$ cat src/rtl/lcdsm_pkg.sv
/*
 Package for the segment memory and bias control block: register offsets,
 field positions, reset values and sizes.
 Assumes an 8-bit special function register port on a single system clock.
*/
package lcdsm_pkg;
  // Register offsets in the special function space
  localparam logic [7:0] ADDR_MAIN_CONFIG = 8'h95;
  localparam logic [7:0] ADDR_SEG_EN_LOW = 8'h97;
  localparam logic [7:0] ADDR_CLOCK_CONFIG = 8'h96;
  localparam logic [7:0] ADDR_VOLT_CONFIG = 8'h9C;
  localparam logic [7:0] ADDR_MEM_POINTER = 8'hAC;
  localparam logic [7:0] ADDR_MEM_DATA = 8'hAE;
  localparam logic [7:0] ADDR_UPDATE_CONFIG = 8'hB1;
  localparam logic [7:0] ADDR_SEG_EN_HIGH = 8'hED;
  localparam logic [7:0] ADDR_PERIPHERAL_CONFIG = 8'hF4;
  // Field positions
  localparam int MAIN_ENABLE_POS = 7;
  localparam int MAIN_CLEAR_POS = 6;
  localparam int MAIN_PSM_OFF_POS = 4;
  localparam int MAIN_MUX_LSB = 0;
  localparam int VOLT_EXT_POS = 6;
  localparam int PTR_WRITE_POS = 7;
  localparam int UPD_FREEZE_POS = 0;
  localparam int PERIPHERAL_REF_POS = 3;
  // Field values and sizes
  localparam logic [1:0] MUX_THREE = 2'h2;
  localparam logic [1:0] MUX_FOUR = 2'h3;
  localparam logic [3:0] FRAME_DIV_64HZ = 4'hF;
  localparam int MEM_DEPTH = 15;
  localparam logic [5:0] MEM_LAST = 6'h0E;
  localparam int SEG_LINES = 29;
  localparam int FIXED_SEGS = 16;
  // Reset values
  localparam logic [7:0] RST_REG = 8'h00;
  localparam logic [7:0] RST_SEG_EN_HIGH = 8'h00;
endpackage

$ cat src/rtl/lcdsm_ctrl.sv
/*
 Segment memory, voltage source and display gating for the segment display
 driver. Assumes the core issues single-cycle register reads and writes on
 clk_sys with stable address and data; read data is registered one cycle.
*/
`timescale 1ns/1ps

////////////////////////////////////////////////////////////////////////////
// Contract
// - Pointer write with top bit clear loads data register from memory.
// - Fifteen bytes; byte n holds lines 2n low, 2n+1 high; 0x0E line 28.
// - Nibble bit k is the segment state for common line k.
// - Source select bit 6 resets to charge pump; one picks resistor ladder.
// - With ladder selected, bias level does not affect drive levels.
// - Charge pump with display disabled switches voltage generation off.
// - Six-bit bias level field gives 64 contrast levels for the pump.
// - Deep power-save display on only if disable bit 0 and enable 1.
// - Configuration and memory kept unchanged while display off.
// - Segment pins 0 to 15 always active; shared pins need enables. Code: only 16..25 use enables; 26 is fixed on and 27..28 go by mux.
// - Four-way multiplexing makes pins 28 and 27 common lines only.
// - 2048 Hz clock, four-way mux, all divider bits one gives 64 Hz.
// - Pointer write with top bit set stores data register into memory.
// - Freeze bit holds the displayed pattern; clearing it applies updates.
// - Mux 10 makes pin 28 common two; 11 also pin 27 common three.
// - Memory clear bit or power-on reset zeroes every memory byte; a pointer store in the clear cycle still writes its byte.
module lcdsm_ctrl (
  input wire logic clk_sys,
  input wire logic sys_rst,
  input wire logic sfr_wr,
  input wire logic sfr_rd,
  input wire logic [7:0] sfr_addr,
  input wire logic [7:0] sfr_wdata,
  input wire logic deep_powersave_mode,
  output logic [7:0] sfr_rdata,
  output logic [115:0] display_pattern,
  output logic [28:0] segment_line_active,
  output logic [3:0] common_line_active,
  output logic display_on,
  output logic pump_enable,
  output logic ladder_select,
  output logic [5:0] contrast_bias_level,
  output logic [3:0] frame_divider,
  output logic refresh_64hz
);

  ////////////////////////////////////////////////////////////////////////
  // Register state
  logic [7:0] display_main_config, next_display_main_config;
  logic [7:0] display_clock_config, next_display_clock_config;
  logic [7:0] segment_pin_enable_low, next_segment_pin_enable_low;
  logic [7:0] display_voltage_config, next_display_voltage_config;
  logic [7:0] segment_memory_pointer, next_segment_memory_pointer;
  logic [7:0] segment_memory_data, next_segment_memory_data;
  logic [7:0] display_update_config, next_display_update_config;
  logic [7:0] segment_pin_enable_high, next_segment_pin_enable_high;
  logic [7:0] peripheral_config, next_peripheral_config;
  logic [7:0] seg_mem [lcdsm_pkg::MEM_DEPTH];
  logic [7:0] next_seg_mem [lcdsm_pkg::MEM_DEPTH];
  logic [7:0] next_sfr_rdata;
  logic [5:0] ptr_idx;
  logic ptr_ok;
  logic ptr_wr;

  assign ptr_wr = sfr_wr && sfr_addr == lcdsm_pkg::ADDR_MEM_POINTER;
  assign ptr_idx = sfr_wdata[5:0];
  assign ptr_ok = ptr_idx <= lcdsm_pkg::MEM_LAST;

  // Register and memory next values; contents change on writes and on the memory clear bit
  always_comb begin
    next_display_main_config = display_main_config;
    next_display_clock_config = display_clock_config;
    next_segment_pin_enable_low = segment_pin_enable_low;
    next_display_voltage_config = display_voltage_config;
    next_segment_memory_pointer = segment_memory_pointer;
    next_segment_memory_data = segment_memory_data;
    next_display_update_config = display_update_config;
    next_segment_pin_enable_high = segment_pin_enable_high;
    next_peripheral_config = peripheral_config;
    next_seg_mem = seg_mem;
    // Clear bit is self-clearing so a later write is not needed
    next_display_main_config[lcdsm_pkg::MAIN_CLEAR_POS] = 1'b0;
    if (display_main_config[lcdsm_pkg::MAIN_CLEAR_POS]) begin
      for (int i = 0; i < lcdsm_pkg::MEM_DEPTH; i++) begin
        next_seg_mem[i] = 8'h00;
      end
    end
    if (sfr_wr) begin
      unique case (sfr_addr)
        lcdsm_pkg::ADDR_MAIN_CONFIG:
          next_display_main_config = sfr_wdata;
        lcdsm_pkg::ADDR_CLOCK_CONFIG:
          next_display_clock_config = sfr_wdata;
        lcdsm_pkg::ADDR_SEG_EN_LOW:
          next_segment_pin_enable_low = sfr_wdata;
        lcdsm_pkg::ADDR_VOLT_CONFIG:
          next_display_voltage_config = sfr_wdata;
        lcdsm_pkg::ADDR_MEM_DATA:
          next_segment_memory_data = sfr_wdata;
        lcdsm_pkg::ADDR_UPDATE_CONFIG:
          next_display_update_config = sfr_wdata;
        lcdsm_pkg::ADDR_SEG_EN_HIGH:
          next_segment_pin_enable_high = {4'h0, sfr_wdata[3:0]};
        lcdsm_pkg::ADDR_PERIPHERAL_CONFIG:
          next_peripheral_config = sfr_wdata;
        lcdsm_pkg::ADDR_MEM_POINTER: begin
          next_segment_memory_pointer = {sfr_wdata[7], 1'b0, ptr_idx};
          // Same-cycle transfer so the next instruction sees it
          if (ptr_ok && sfr_wdata[lcdsm_pkg::PTR_WRITE_POS]) begin
            next_seg_mem[ptr_idx[3:0]] = segment_memory_data;
            if (ptr_idx == lcdsm_pkg::MEM_LAST) begin
              next_seg_mem[ptr_idx[3:0]][7:4] = 4'h0;
            end
          end else if (ptr_ok) begin
            next_segment_memory_data = seg_mem[ptr_idx[3:0]];
          end
        end
        default: ;
      endcase
    end
  end

  // Register update; reset acts as power-on clear of the memory
  always_ff @(posedge clk_sys or posedge sys_rst) begin
    if (sys_rst) begin
      display_main_config <= lcdsm_pkg::RST_REG;
      display_clock_config <= lcdsm_pkg::RST_REG;
      segment_pin_enable_low <= lcdsm_pkg::RST_REG;
      display_voltage_config <= lcdsm_pkg::RST_REG;
      segment_memory_pointer <= lcdsm_pkg::RST_REG;
      segment_memory_data <= lcdsm_pkg::RST_REG;
      display_update_config <= lcdsm_pkg::RST_REG;
      segment_pin_enable_high <= lcdsm_pkg::RST_SEG_EN_HIGH;
      peripheral_config <= lcdsm_pkg::RST_REG;
      for (int i = 0; i < lcdsm_pkg::MEM_DEPTH; i++) begin
        seg_mem[i] <= 8'h00;
      end
    end else begin
      display_main_config <= next_display_main_config;
      display_clock_config <= next_display_clock_config;
      segment_pin_enable_low <= next_segment_pin_enable_low;
      display_voltage_config <= next_display_voltage_config;
      segment_memory_pointer <= next_segment_memory_pointer;
      segment_memory_data <= next_segment_memory_data;
      display_update_config <= next_display_update_config;
      segment_pin_enable_high <= next_segment_pin_enable_high;
      peripheral_config <= next_peripheral_config;
      seg_mem <= next_seg_mem;
    end
  end

  ////////////////////////////////////////////////////////////////////////
  // Read path; unmapped offsets answer zero
  always_comb begin
    next_sfr_rdata = 8'h00;
    if (sfr_rd) begin
      unique case (sfr_addr)
        lcdsm_pkg::ADDR_MAIN_CONFIG: next_sfr_rdata = display_main_config;
        lcdsm_pkg::ADDR_CLOCK_CONFIG: next_sfr_rdata = display_clock_config;
        lcdsm_pkg::ADDR_SEG_EN_LOW: next_sfr_rdata = segment_pin_enable_low;
        lcdsm_pkg::ADDR_VOLT_CONFIG: next_sfr_rdata = display_voltage_config;
        lcdsm_pkg::ADDR_MEM_POINTER: next_sfr_rdata = segment_memory_pointer;
        lcdsm_pkg::ADDR_MEM_DATA: next_sfr_rdata = segment_memory_data;
        lcdsm_pkg::ADDR_UPDATE_CONFIG:
          next_sfr_rdata = display_update_config;
        lcdsm_pkg::ADDR_SEG_EN_HIGH:
          next_sfr_rdata = segment_pin_enable_high;
        lcdsm_pkg::ADDR_PERIPHERAL_CONFIG:
          next_sfr_rdata = peripheral_config;
        default: next_sfr_rdata = 8'h00;
      endcase
    end
  end

  ////////////////////////////////////////////////////////////////////////
  // Display control decode
  logic disp_en, psm_off, ext_sel, freeze, ref_en;
  logic [1:0] mux;
  logic next_display_on, next_pump_enable;
  logic [28:0] next_seg_active;
  logic [3:0] next_com_active;
  logic [115:0] live_pattern, next_display_pattern;

  assign disp_en = display_main_config[lcdsm_pkg::MAIN_ENABLE_POS];
  assign psm_off = display_main_config[lcdsm_pkg::MAIN_PSM_OFF_POS];
  assign mux = display_main_config[lcdsm_pkg::MAIN_MUX_LSB +: 2];
  assign ext_sel = display_voltage_config[lcdsm_pkg::VOLT_EXT_POS];
  assign freeze = display_update_config[lcdsm_pkg::UPD_FREEZE_POS];
  assign ref_en = peripheral_config[lcdsm_pkg::PERIPHERAL_REF_POS];

  // Per line: nibble bit k is common line k
  genvar g;
  generate
    for (g = 0; g < lcdsm_pkg::SEG_LINES; g++) begin : g_line
      assign live_pattern[4*g +: 4] =
        seg_mem[g/2][4*(g%2) +: 4];
    end
  endgenerate

  always_comb begin
    // Deep power-save needs reference on and the bit table honoured
    if (deep_powersave_mode) begin
      next_display_on = disp_en && !psm_off && ref_en;
    end else begin
      next_display_on = disp_en;
    end
    next_pump_enable = next_display_on && !ext_sel;
    next_display_pattern = freeze ? display_pattern : live_pattern;
    // Lines 0..15 and 26 fixed on, 27..28 on unless mux takes them; 16..25 follow their enable bits
    next_seg_active = {3'h7,
                       segment_pin_enable_low[5:0],
                       segment_pin_enable_high[3:0],
                       {lcdsm_pkg::FIXED_SEGS{1'b1}}};
    next_com_active = 4'h3;
    if (mux == lcdsm_pkg::MUX_THREE || mux == lcdsm_pkg::MUX_FOUR) begin
      next_seg_active[28] = 1'b0;
      next_com_active[2] = 1'b1;
    end
    if (mux == lcdsm_pkg::MUX_FOUR) begin
      next_seg_active[27] = 1'b0;
      next_com_active[3] = 1'b1;
    end
  end

  // Output registers
  always_ff @(posedge clk_sys or posedge sys_rst) begin
    if (sys_rst) begin
      sfr_rdata <= 8'h00;
      display_on <= 1'b0;
      pump_enable <= 1'b0;
      display_pattern <= '0;
      segment_line_active <= '0;
      common_line_active <= 4'h0;
      ladder_select <= 1'b0;
      contrast_bias_level <= 6'h00;
      frame_divider <= 4'h0;
      refresh_64hz <= 1'b0;
    end else begin
      sfr_rdata <= next_sfr_rdata;
      display_on <= next_display_on;
      pump_enable <= next_pump_enable;
      display_pattern <= next_display_pattern;
      segment_line_active <= next_seg_active;
      common_line_active <= next_com_active;
      ladder_select <= ext_sel;
      contrast_bias_level <= display_voltage_config[5:0];
      frame_divider <= display_clock_config[3:0];
      refresh_64hz <= mux == lcdsm_pkg::MUX_FOUR &&
        display_clock_config[3:0] == lcdsm_pkg::FRAME_DIV_64HZ;
    end
  end

  ////////////////////////////////////////////////////////////////////////
  // Checks
  a_ptr_read_data: assert property (@(posedge clk_sys) disable iff (sys_rst)
    ptr_wr && ptr_ok && !sfr_wdata[7] ##1 sfr_rd && sfr_addr ==
    lcdsm_pkg::ADDR_MEM_DATA |=> sfr_rdata == $past(seg_mem[ptr_idx[3:0]], 2))
    else $error("pointer read data wrong");
  a_ptr_write_mem: assert property (@(posedge clk_sys) disable iff (sys_rst)
    ptr_wr && sfr_wdata[7] && sfr_wdata[5:0] < 6'h0E &&
    !display_main_config[6] |=> seg_mem[$past(sfr_wdata[3:0])] ==
    $past(segment_memory_data))
    else $error("pointer write lost");
  a_pump_off_disabled: assert property (@(posedge clk_sys)
    disable iff (sys_rst) !disp_en ##1 !disp_en |=> !pump_enable)
    else $error("pump runs while display disabled");
  a_ladder_no_pump: assert property (@(posedge clk_sys) disable iff (sys_rst)
    ext_sel ##1 ext_sel |=> !pump_enable)
    else $error("pump runs with ladder");
  a_psm_display_gate: assert property (@(posedge clk_sys)
    disable iff (sys_rst) deep_powersave_mode && psm_off |=> !display_on)
    else $error("display on despite power-save disable");
  a_mux_four_pins: assert property (@(posedge clk_sys) disable iff (sys_rst)
    mux == lcdsm_pkg::MUX_FOUR |=> common_line_active == 4'hF &&
    segment_line_active[28:27] == 2'b00)
    else $error("four-way pins not common");
  a_fixed_segments: assert property (@(posedge clk_sys) disable iff (sys_rst)
    !sys_rst |=> segment_line_active[15:0] == 16'hFFFF)
    else $error("fixed segment line off");
  a_freeze_hold: assert property (@(posedge clk_sys) disable iff (sys_rst)
    freeze |=> display_pattern == $past(display_pattern))
    else $error("pattern changed while frozen");
  a_mem_clear: assert property (@(posedge clk_sys) disable iff (sys_rst)
    display_main_config[6] && !ptr_wr |=> seg_mem[0] == 8'h00 &&
    seg_mem[14] == 8'h00)
    else $error("memory not cleared");
  a_rate_64hz: assert property (@(posedge clk_sys) disable iff (sys_rst)
    mux == lcdsm_pkg::MUX_FOUR && display_clock_config[3:0] == 4'hF
    |=> refresh_64hz)
    else $error("64 Hz flag missing");
  a_mux_three_pin: assert property (@(posedge clk_sys) disable iff (sys_rst)
    mux == lcdsm_pkg::MUX_THREE |=> common_line_active == 4'h7 &&
    segment_line_active[28:27] == 2'b01)
    else $error("three-way pin not common");
  a_volt_copy: assert property (@(posedge clk_sys) disable iff (sys_rst)
    !sys_rst |=> {ladder_select, contrast_bias_level} ==
    $past(display_voltage_config[6:0]))
    else $error("voltage config not applied");
  a_pump_needs_on: assert property (@(posedge clk_sys) disable iff (sys_rst)
    pump_enable |-> display_on && !ladder_select)
    else $error("pump on while off or ladder");

endmodule

$ cat config.mk
export PLATFORM = sky130hd
export DESIGN_NAME = lcdsm_ctrl
export DESIGN_NICKNAME = d
export VERILOG_FILES = /design/src/rtl/lcdsm_pkg.sv /design/src/rtl/lcdsm_ctrl.sv
export SDC_FILE = /design/constraint.sdc
export NUM_CORES = 1
export LEC_CHECK = 0
export BUFFER_PORTS_ARGS = -buffer_cell sky130_fd_sc_hd__clkbuf_2
export CAP_MARGIN = 15
export CORE_ASPECT_RATIO = 0.9
export CORE_MARGIN = 8
export CORE_UTILIZATION = 50
export CTS_CLUSTER_DIAMETER = 60
export DETAILED_ROUTE_END_ITERATION = 10
export PLACE_DENSITY = 0.79
export REMOVE_ABC_BUFFERS = 1
export SYNTH_ARGS = -nofsm -noshare
export SYNTH_HDL_FRONTEND = slang
export SYNTH_SLANG_ARGS = --single-unit
$ cat constraint.sdc
create_clock -name clk_sys -period 17.5 [get_ports clk_sys]
set_input_delay 1.75 -clock clk_sys [delete_from_list [all_inputs] [get_ports clk_sys]]
set_output_delay 1.75 -clock clk_sys [all_outputs]
set_load 0.01 [all_outputs]
# ---- Word level (Yosys, flattened, before mapping)
# Cells that the tools add are included.
dict set report word_totals {
  word_cells 99
  out_inout_bits 171
  reg_bits 358
  in_bits 21
}
dict set report op_classes {
  bitwise 1
  eq_ne 15
  n_reduce_logical 19
  muxes 26
  n_lt_le_gt_ge 3
}
# cell count
set ops {}
lappend ops {{two-way mux 120 bit} 5}
lappend ops {{bitwise mux 120 bit} 2}
lappend ops {{equality test 8 bit, second input constant} 9}
lappend ops {{one-hot mux 8 bit (9 select lines)} 1}
lappend ops {{demux 8 bit (select 4 bit)} 2}
lappend ops {{two-way mux 8 bit} 7}
lappend ops {{binary-select mux 8 bit (select 4 bit)} 1}
lappend ops {{one-hot mux 8 bit (2 select lines)} 1}
lappend ops {{AND reduction 2 bit} 8}
lappend ops {{two-way mux 7 bit} 2}
lappend ops {{equality test 6 x 4 -> 1 bit, second input constant} 1}
lappend ops {{less-or-equal comparator 6 x 4 -> 1 bit, second input constant} 1}
lappend ops {{logical AND 1 bit} 6}
lappend ops {{>= comparator 5 bit, second input constant} 1}
lappend ops {{< comparator 5 x 1 -> 1 bit, second input constant} 1}
lappend ops {{two-way mux 1 bit} 5}
lappend ops {{inverter 4 -> 5 bit} 1}
lappend ops {{equality test 2 bit, second input constant} 2}
lappend ops {{equality test 4 bit, second input constant} 1}
lappend ops {{inequality test 2 bit, second input constant} 2}
lappend ops {{AND reduction 4 bit} 1}
lappend ops {{logical NOT 1 bit} 2}
lappend ops {{nonzero test 2 bit} 1}
lappend ops {{logical OR 1 bit} 1}

# ---- Logic depth before layout (Yosys ltp)
# Gate-level depths: netlist of the first run.
dict set report depth {
  word_depth 11
  mapped_depth 9
  ltp_nobuf 5
}

# ---- Worst setup path after synthesis of the first run
# No wires, ideal clock.
dict set report synth_path {
  path_kind {input to register}
  start {in sfr_wdata[0]}
  end {reg segment_memory_data[2]}
  path_buffers 2
  setup_time_ns 0.130
  setup_slack_ns 14.286
  stages 6
  arrival_ns 3.083
  required_time_ns 17.370
  cell_sequence {buf_4 -> buf_4 -> mux4_2 -> a22o_1 -> o21ai_0 -> a31oi_1}
}
dict set report synth_via {
  elab_chain_len 7
  word_cells_on_any_way 12
}
# item line_no
set synth_lines {}
lappend synth_lines {{start: declaration} lcdsm_ctrl.sv:32} ;# input wire logic [7:0] sfr_wdata,
lappend synth_lines {{inverter 4 -> 5 bit (not written as such)} lcdsm_ctrl.sv:114} ;# next_segment_memory_data = seg_mem[ptr_idx[3:0]];
lappend synth_lines {{binary-select mux 8 bit (select 4 bit)} lcdsm_ctrl.sv:114}
lappend synth_lines {{two-way mux 8 bit (not written as such) (2 in series)} lcdsm_ctrl.sv:114}
lappend synth_lines {{two-way mux 8 bit} lcdsm_ctrl.sv:113} ;# end else if (ptr_ok) begin
lappend synth_lines {{two-way mux 8 bit} lcdsm_ctrl.sv:108} ;# if (ptr_ok && sfr_wdata[lcdsm_pkg::PTR_WRITE_POS]) begin
lappend synth_lines {{one-hot mux 8 bit (2 select lines)} lcdsm_ctrl.sv:88} ;# unique case (sfr_addr)
lappend synth_lines {{end signal: assignment} lcdsm_ctrl.sv:130} ;# segment_memory_data <= lcdsm_pkg::RST_REG;
lappend synth_lines {{end signal: assignment} lcdsm_ctrl.sv:143} ;# segment_memory_data <= next_segment_memory_data;
lappend synth_lines {{end: declaration} lcdsm_ctrl.sv:53} ;# logic [7:0] segment_memory_data, next_segment_memory_data;
# Several ways; a longest one is shown, not always the timed one. The select of a mux whose other input is x is not followed.
# A chain may end at the register's enable or synchronous reset.

==> results of run 1 <==
==> cells in the final DEF (no fill, tap or decap), types with 12 or more instances in the layout <==
master,instances
nor2_1,22
o21ai_0,95
nand2_1,42
dfrtp_1,338
mux4_2,24
clkbuf_2,191
clkbuf_8,14
mux2_2,168
clkbuf_16,37
nand3b_1,113
o21ai_1,45
a21oi_1,12
==> flip-flops by register name, indices dropped and copies added, names as in the netlist, 3 cells and up <==
register / count
segment_memory_pointer: 7
seg_mem: 4
frame_divider: 4
display_main_config: 8
live_pattern: 116
common_line_active: 3
segment_pin_enable_high: 4
display_clock_config: 8
display_update_config: 8
peripheral_config: 8
display_pattern: 116
sfr_rdata: 8
segment_pin_enable_low: 8
segment_memory_data: 8
contrast_bias_level: 6
segment_line_active: 12
display_voltage_config: 8
==> per-stage QoR <==
stage                      util  worst slack (ns)
after floorplan               -              6.33
after global placement    0.541             13.41
after detailed placement  0.541             13.36
after CTS                 0.583             13.86
after global routing      0.583             13.66
final                     0.583             13.80
==> power by group <==
group	total, mW	switching [mW]	leakage (nW)	internal [mW]
Combinational	0.0801	0.0567	2.84	0.0235
Clock	0.769	0.296	0.599	0.473
Sequential	0.809	0.0106	4.68	0.798
Total	1.66	0.364	8.11	1.29
==> routing by layer <==
metal / vias to the layer above / track usage / part of all wire
met5: - / 0 / 0
met4: 0 / 0.0633 / 0.026
met3: 74 / 0.0511 / 0.080
met2: 401 / 0.328 / 0.47
met1: 4982 / 0.289 / 0.43
li1: 4315 / - / -
==> worst max-delay path by stage <==
stage                                        to  slack [ns]  cells after the start
after floorplan           common_line_active[1]        6.33                      1
after global placement         live_pattern[87]       13.41                      5
after detailed placement       live_pattern[53]       13.36                      5
after CTS                      live_pattern[52]       13.86                      5
after global routing           live_pattern[81]       13.66                      5
final                          live_pattern[81]       13.80                      5
==> critical path: cells and delay by family <==
kind            cells  cell delay (ns)
compound gates      1             0.12
buf+inv             1             0.36
simple gates        3             1.82
==> layout make-up <==
class                      count  area, um2
inverter                       9       41.3
multi-input combinational    659       5590
clock buffer                  56       1140
tap                          396        495
clock inverter                 4       70.1
fill                        2330      12100
sequential                   340       8510
timing repair buffer         200       1020
==> logic make-up (layout without fill, tap and decap cells) <==
family          count (synthesis)  after routing  share of synthesized area
simple gates                  247            247                      0.124
buf+inv                       112            269                     0.0405
flops                         340            340                      0.579
mux                           200            200                      0.171
other cells                     1              1                   0.000255
compound gates                211            211                     0.0847
==> metrics.txt, run 1 <==
# diodes 0; vias in the first global route 9985; number of synthesis warnings 0; max incr delay on CP 0.92 ns; final setup vio count 0; TritonCTS clock tree built; Reg2Reg Setup Slack 15.20 ns; DRT Wirelength 36.9 mm; initial antenna violation count 0; critical path's slowest cell nor2b_1; RD Place Congestion 0.855; Post-CTS Resized 0; Power Dens Cells 98.3 nW/um2; post-synthesis average cell area 13.2 um2; Synth Register Bits 340; type of origin of the critical path input port; Most used DFF post-synth dfrtp_1; Die Span Y between 150 and 200 um; actual slew at the worst max-slew pin 1.09 ns; Hold Path End segment_line_active[24]; setup TNS 0 ns; # H-tree levels 2; Max Clock Freq 0.270 GHz; Seq/Total Area, Yosys 0.579; kind of critical path in2reg; crit path launch sfr_wdata[3]; clk slew on worst S/H paths 0.06 ns; cells after synthesis 1111; post-DP HPWL ~24 mm; top cell type's share of synthesized area 0.579; Synth Cell Area 14700 um2; Placed Area between 15000 and 20000 um2; Hold WS ~0.4 ns; Post-Place Cells 1604; Reg2Reg Launch Point display_update_config[0]; Initial DRC Count 996; Non-Filler Instances approximately 1.7k; core box area 28900 um2; Hold Crit Class reg2reg; Pre-Repair DR Iteration Count 7; asr flop ratio synth 1.00; DR vias/cell 5.87; DR DRC count 0; Tcrit/Tclk final 0.211; Hold-fix buffers, CTS 0; Critical Path Sink Type flip-flop; I/O pin total 192; Wirelength per Cell 22.1 um; All-Layer GR Usage 0.210; Worst EP required 17.86 ns; most frequent cell after synthesis dfrtp_1; hold depth 0; largest area contributor in the netlist dfrtp_1; status complete, no violations; Vias 9772; largest net degree at the start of global routing 119; EDFF count, synth 0; worst path arrival time between 4 and 5 ns; Post CTS Setup Buffer Count 0; Final nets 1267; die area 35100 um2; RSZ-0062 raised after global routing no; area grow syn2layout 14.8%; clock sink count 340; max-cap viol count 0; Leak 8.11 nW; peak supply drop between 0.05 and 0.06 mV; r2r endpoint display_pattern[98]; Rel. slew slack 0.273; share of layout cells above drive strength 1 0.378; FP Rows between 50 and 60; Final Slew Violations 0; clk_lat worst skew 0.51 ns; remaining antenna violation count 0; CTS Root Cell clkbuf_16; die width about 200 um; R2R depth 2; Overall Power approximately 1.7 mW; total CTS buffers 36; Post-synth top cells 340 x dfrtp_1, 168 x mux2_2, 113 x nand3b_1; Final Hold Viols 0; Initial Util 0.508; GR Overflow Total 0; Final min period about 3.7 ns; top area cells in the synthesized netlist dfrtp_1 58%, mux2_2 13%, nand3b_1 5.8%; distinct cell type count after synthesis 61; buffers added on ports 191; Worst Path Max Fanout 18; clk buf depth 3; final worst clock skew ~0.0092 ns; crit-path cells clkbuf_2, nor2b_1, nand4_2, nand3b_1, o21ai_0; min-delay src segment_pin_enable_low[4]; first-pass GRT wire length 58.2 mm; final instance area 16900 um2
No activity file was read; power rests on OpenSTA's default activity.
==> run 2, diff against run 1 <==
--- a/config.mk
+++ b/config.mk
@@ -5,6 +5,7 @@
 export SDC_FILE = /design/constraint.sdc
 export NUM_CORES = 1
 export LEC_CHECK = 0
+export ABC_AREA = 1
 export BUFFER_PORTS_ARGS = -buffer_cell sky130_fd_sc_hd__clkbuf_2
 export CAP_MARGIN = 15
 export CORE_ASPECT_RATIO = 0.9
@@ -12,7 +13,7 @@
 export CORE_UTILIZATION = 50
 export CTS_CLUSTER_DIAMETER = 60
 export DETAILED_ROUTE_END_ITERATION = 10
-export PLACE_DENSITY = 0.79
+export PLACE_DENSITY = 0.81
 export REMOVE_ABC_BUFFERS = 1
 export SYNTH_ARGS = -nofsm -noshare
 export SYNTH_HDL_FRONTEND = slang
==> constraint.sdc (replaced) <==
create_clock -name clk_sys -period 3.02 [get_ports clk_sys]
set_input_delay 0.302 -clock clk_sys [delete_from_list [all_inputs] [get_ports clk_sys]]
set_output_delay 0.302 -clock clk_sys [all_outputs]
set_load 0.01 [all_outputs]
==> run 2 against run 1 <==
Against the previous run: sequential power rose to 6.0 times the previous value; worst hold slack got worse by 0.32 ns; flip-flop and latch count unchanged.
==> metrics.txt, run 2 <==
Initial Util 0.505 (was 0.508); final instance area 17600 um2 (was 16900 um2); cells after synthesis 1836 (was 1111); CP top delay family simple AND/OR/NAND/NOR gates (unchanged); Seq/Total Area, Yosys 0.565 (was 0.579); Final Hold Viols 0 (unchanged); Die Span Y 181 um (was 179 um); first-pass GRT wire length 68.4 mm (was 58.2 mm); total CTS buffers 36 (unchanged); post-DP HPWL 29.3 mm (was 24.1 mm); RD Place Congestion 0.946 (was 0.855); clk_lat worst skew 0.54 ns (was 0.51 ns); die area 35900 um2 (was 35100 um2); largest net degree at the start of global routing 106 (was 119); Util after Layout 0.591 (was 0.583); critical path's slowest cell nand3_1 (was nor2b_1); Vias 13.1k (was 9772); clock sink count 340 (unchanged); Non-Filler Instances 2415 (was 1664); Post-CTS Resized 0 (unchanged); Worst Path Max Fanout 14 (was 18); Critical Path Sink Type flip-flop (unchanged); # H-tree levels 2 (unchanged); clk buf depth 3 (unchanged); Post CTS Setup Buffer Count 0 (unchanged); switching part of the total 0.238 (was 0.219); Final Slew Violations 0 (unchanged); remaining antenna violation count 0 (unchanged); Max Clock Freq 0.462 GHz; clk slew on worst S/H paths 0.06 ns (about the same); post-synthesis average cell area 8.21 um2 (was 13.2 um2); clock power share 0.469 (was 0.464); Worst EP required 3.44 ns (was 17.86 ns); Most used DFF post-synth dfrtp_1 (unchanged); max incr delay on CP 0.44 ns (was 0.92 ns); Worst Path Buf+Inv 3 (was 1); status complete, no violations (unchanged); Tcrit/Tclk final 0.716; Initial DRC Count 1369 (was 996); Leak 9.09 nW (was 8.11 nW); buffers added on ports 191 (unchanged); number of synthesis warnings 0 (unchanged); FP Rows 60 (was 59); final worst clock skew 0.0255 ns (was 0.00922 ns); commonest non-fill, non-tap cells in the layout 623 x nand2_1, 339 x dfrtp_1, 191 x clkbuf_2 (was 338 x dfrtp_1, 191 x clkbuf_2, 168 x mux2_2); EDFF count, synth 0 (unchanged); type of origin of the critical path input port (unchanged); Final nets 2003 (was 1267); final setup vio count 0 (unchanged); TritonCTS clock tree built (unchanged); setup TNS 0 ns (unchanged); DR vias/cell 5.41 (was 5.87); initial antenna violation count 1 (was 0); Post-synth top cells 623 x nand2_1, 340 x dfrtp_1, 174 x o21ai_0 (was 340 x dfrtp_1, 168 x mux2_2, 113 x nand3b_1); Placed Area 16200 um2 (was 15700 um2); DRT Wirelength 43.1 mm (was 36.9 mm); worst path arrival time 2.58 ns (was 4.06 ns); Post-Place Cells 2345 (was 1604); most common cell after layout, fill and taps aside nand2_1 (was dfrtp_1); die width 199 um (was 197 um); distinct cell type count after synthesis 28 (was 61); largest area contributor in the netlist dfrtp_1 (unchanged); I/O pin total 192 (unchanged); area grow syn2layout 16.9% (was 14.8%); Hold Crit Class in2reg (was reg2reg); most frequent cell after synthesis nand2_1 (was dfrtp_1); crit-path cells clkbuf_2, inv_1, nand2_1, nor2_2, nand2_1, nor2_1, nand3_1, o21ai_0, inv_1 (was clkbuf_2, nor2b_1, nand4_2, nand3b_1, o21ai_0); Final min period between 2 and 2.5 ns; GR Overflow Total 0 (unchanged); Switch Pwr 2.55 mW (was 0.364 mW); share of layout cells above drive strength 1 0.167 (was 0.378); Seq pwr share 0.456 (was 0.488); combinational share of power 0.075 (was 0.048); top cell type's share of synthesized area 0.565 (was 0.579); Internal 8.13 mW (was 1.29 mW); CTS Root Cell clkbuf_16 (unchanged); core box area 29800 um2 (was 28900 um2); Synth Cell Area 15100 um2 (was 14700 um2); Hold-fix buffers, CTS 2 (was 0); peak supply drop 0.495 mV (was 0.0504 mV); RSZ-0062 raised after global routing no (unchanged); Wirelength per Cell 17.8 um (was 22.1 um); max-cap viol count 0 (unchanged); kind of critical path in2reg (unchanged); All-Layer GR Usage 0.237 (was 0.210); Synth Register Bits 340 (unchanged); vias in the first global route 12.6k (was 9985); Power Dens Cells 606 nW/um2 (was 98.3 nW/um2); top area cells in the synthesized netlist dfrtp_1 56%, nand2_1 16%, o21ai_0 5.8% (was dfrtp_1 58%, mux2_2 13%, nand3b_1 5.8%); DR DRC count 0 (unchanged); Rel. slew slack 0.413 (was 0.273); asr flop ratio synth 1.00 (unchanged); Pre-Repair DR Iteration Count 7 (unchanged); actual slew at the worst max-slew pin 0.881 ns (was 1.09 ns)
run 2: cell types whose count changed after synthesis, sizes merged, moves of 11 or more:
cell    before  now
clkbuf      43   54
inv          9  139
mux2       168    0
mux4        24    0
nand2       45  631
nand3        2  177
nand3b     113    0
nand4       18    7
nor2        23  172
o21a         1   16
o21ai      140  230
run 2: layer usage:
layer  up-vias  GRT usage  share of wire
met5         -          0              0
met4         0     0.0797          0.031
met3       106     0.0463          0.089
met2       624      0.362           0.46
met1      6249      0.333           0.42
li1       6080          -              -
run 2: kinds of logic (layout without fill, tap and decap cells):
logic type / count (synthesis) / in the layout / synth area share
AND/OR/NAND/NOR: 989 / 989 / 0.272
flip-flops: 340 / 340 / 0.565
AO/OA/AOI/OAI: 254 / 254 / 0.0904
buffers and inverters: 252 / 426 / 0.0728
other: 1 / 3 / 0.000249
run 2: power by group through the flow:
stage | clock [mW] | sequential, mW | combinational (mW)
2_1_floorplan | 0 | 5.01 | 0.334
3_3_place_gp | 0 | 4.93 | 0.793
3_5_place_dp | 0 | 4.94 | 0.805
4_1_cts | 5.05 | 4.86 | 0.813
5_1_grt | 5.23 | 4.88 | 0.896
6_report | 5.01 | 4.86 | 0.804
run 2: area by class of cell:
type	count	area, um2
Fill cell	2606	12200
Sequential cell	340	8510
Multi-Input combinational cell	1244	5460
Timing Repair Buffer	221	1240
Clock buffer	44	1010
Inverter	139	529
Tap cell	403	504
Clock inverter	22	347
Antenna cell	2	5.00
run 2: per-stage QoR:
step	setup slack, ns	total power, mW	hold slack (ns)
after floorplan	-6.71	5.34	0.354
after global placement	0.455	5.73	0.390
after detailed placement	0.383	5.75	0.388
after CTS	0.897	10.7	0.0763
after global routing	0.689	11.0	0.0925
final	0.857	10.7	0.0778
run 2: worst paths after layout:
kind	to	from	depth (start not counted)	slack (ns)
max	live_pattern[104]	sfr_addr[6]	9	0.86
max in group asynchronous	live_pattern[43]	sys_rst	4	1.73
max reg2reg	live_pattern[33]	display_main_config[6]	6	1.42
min reg2reg	frame_divider[1]	display_clock_config[1]	0	0.41
min	peripheral_config[4]	sfr_wdata[4]	3	0.08
min in group asynchronous	display_pattern[89]	sys_rst	3	0.40
run 2: tightest hold or removal path, delay by kind of cell:
family | cells | cell delay [ns]
and+or+nand+nor | 1 | 0.06
buffers and inverters | 1 | 0.15
AOI/OAI and AO/OA | 1 | 0.06
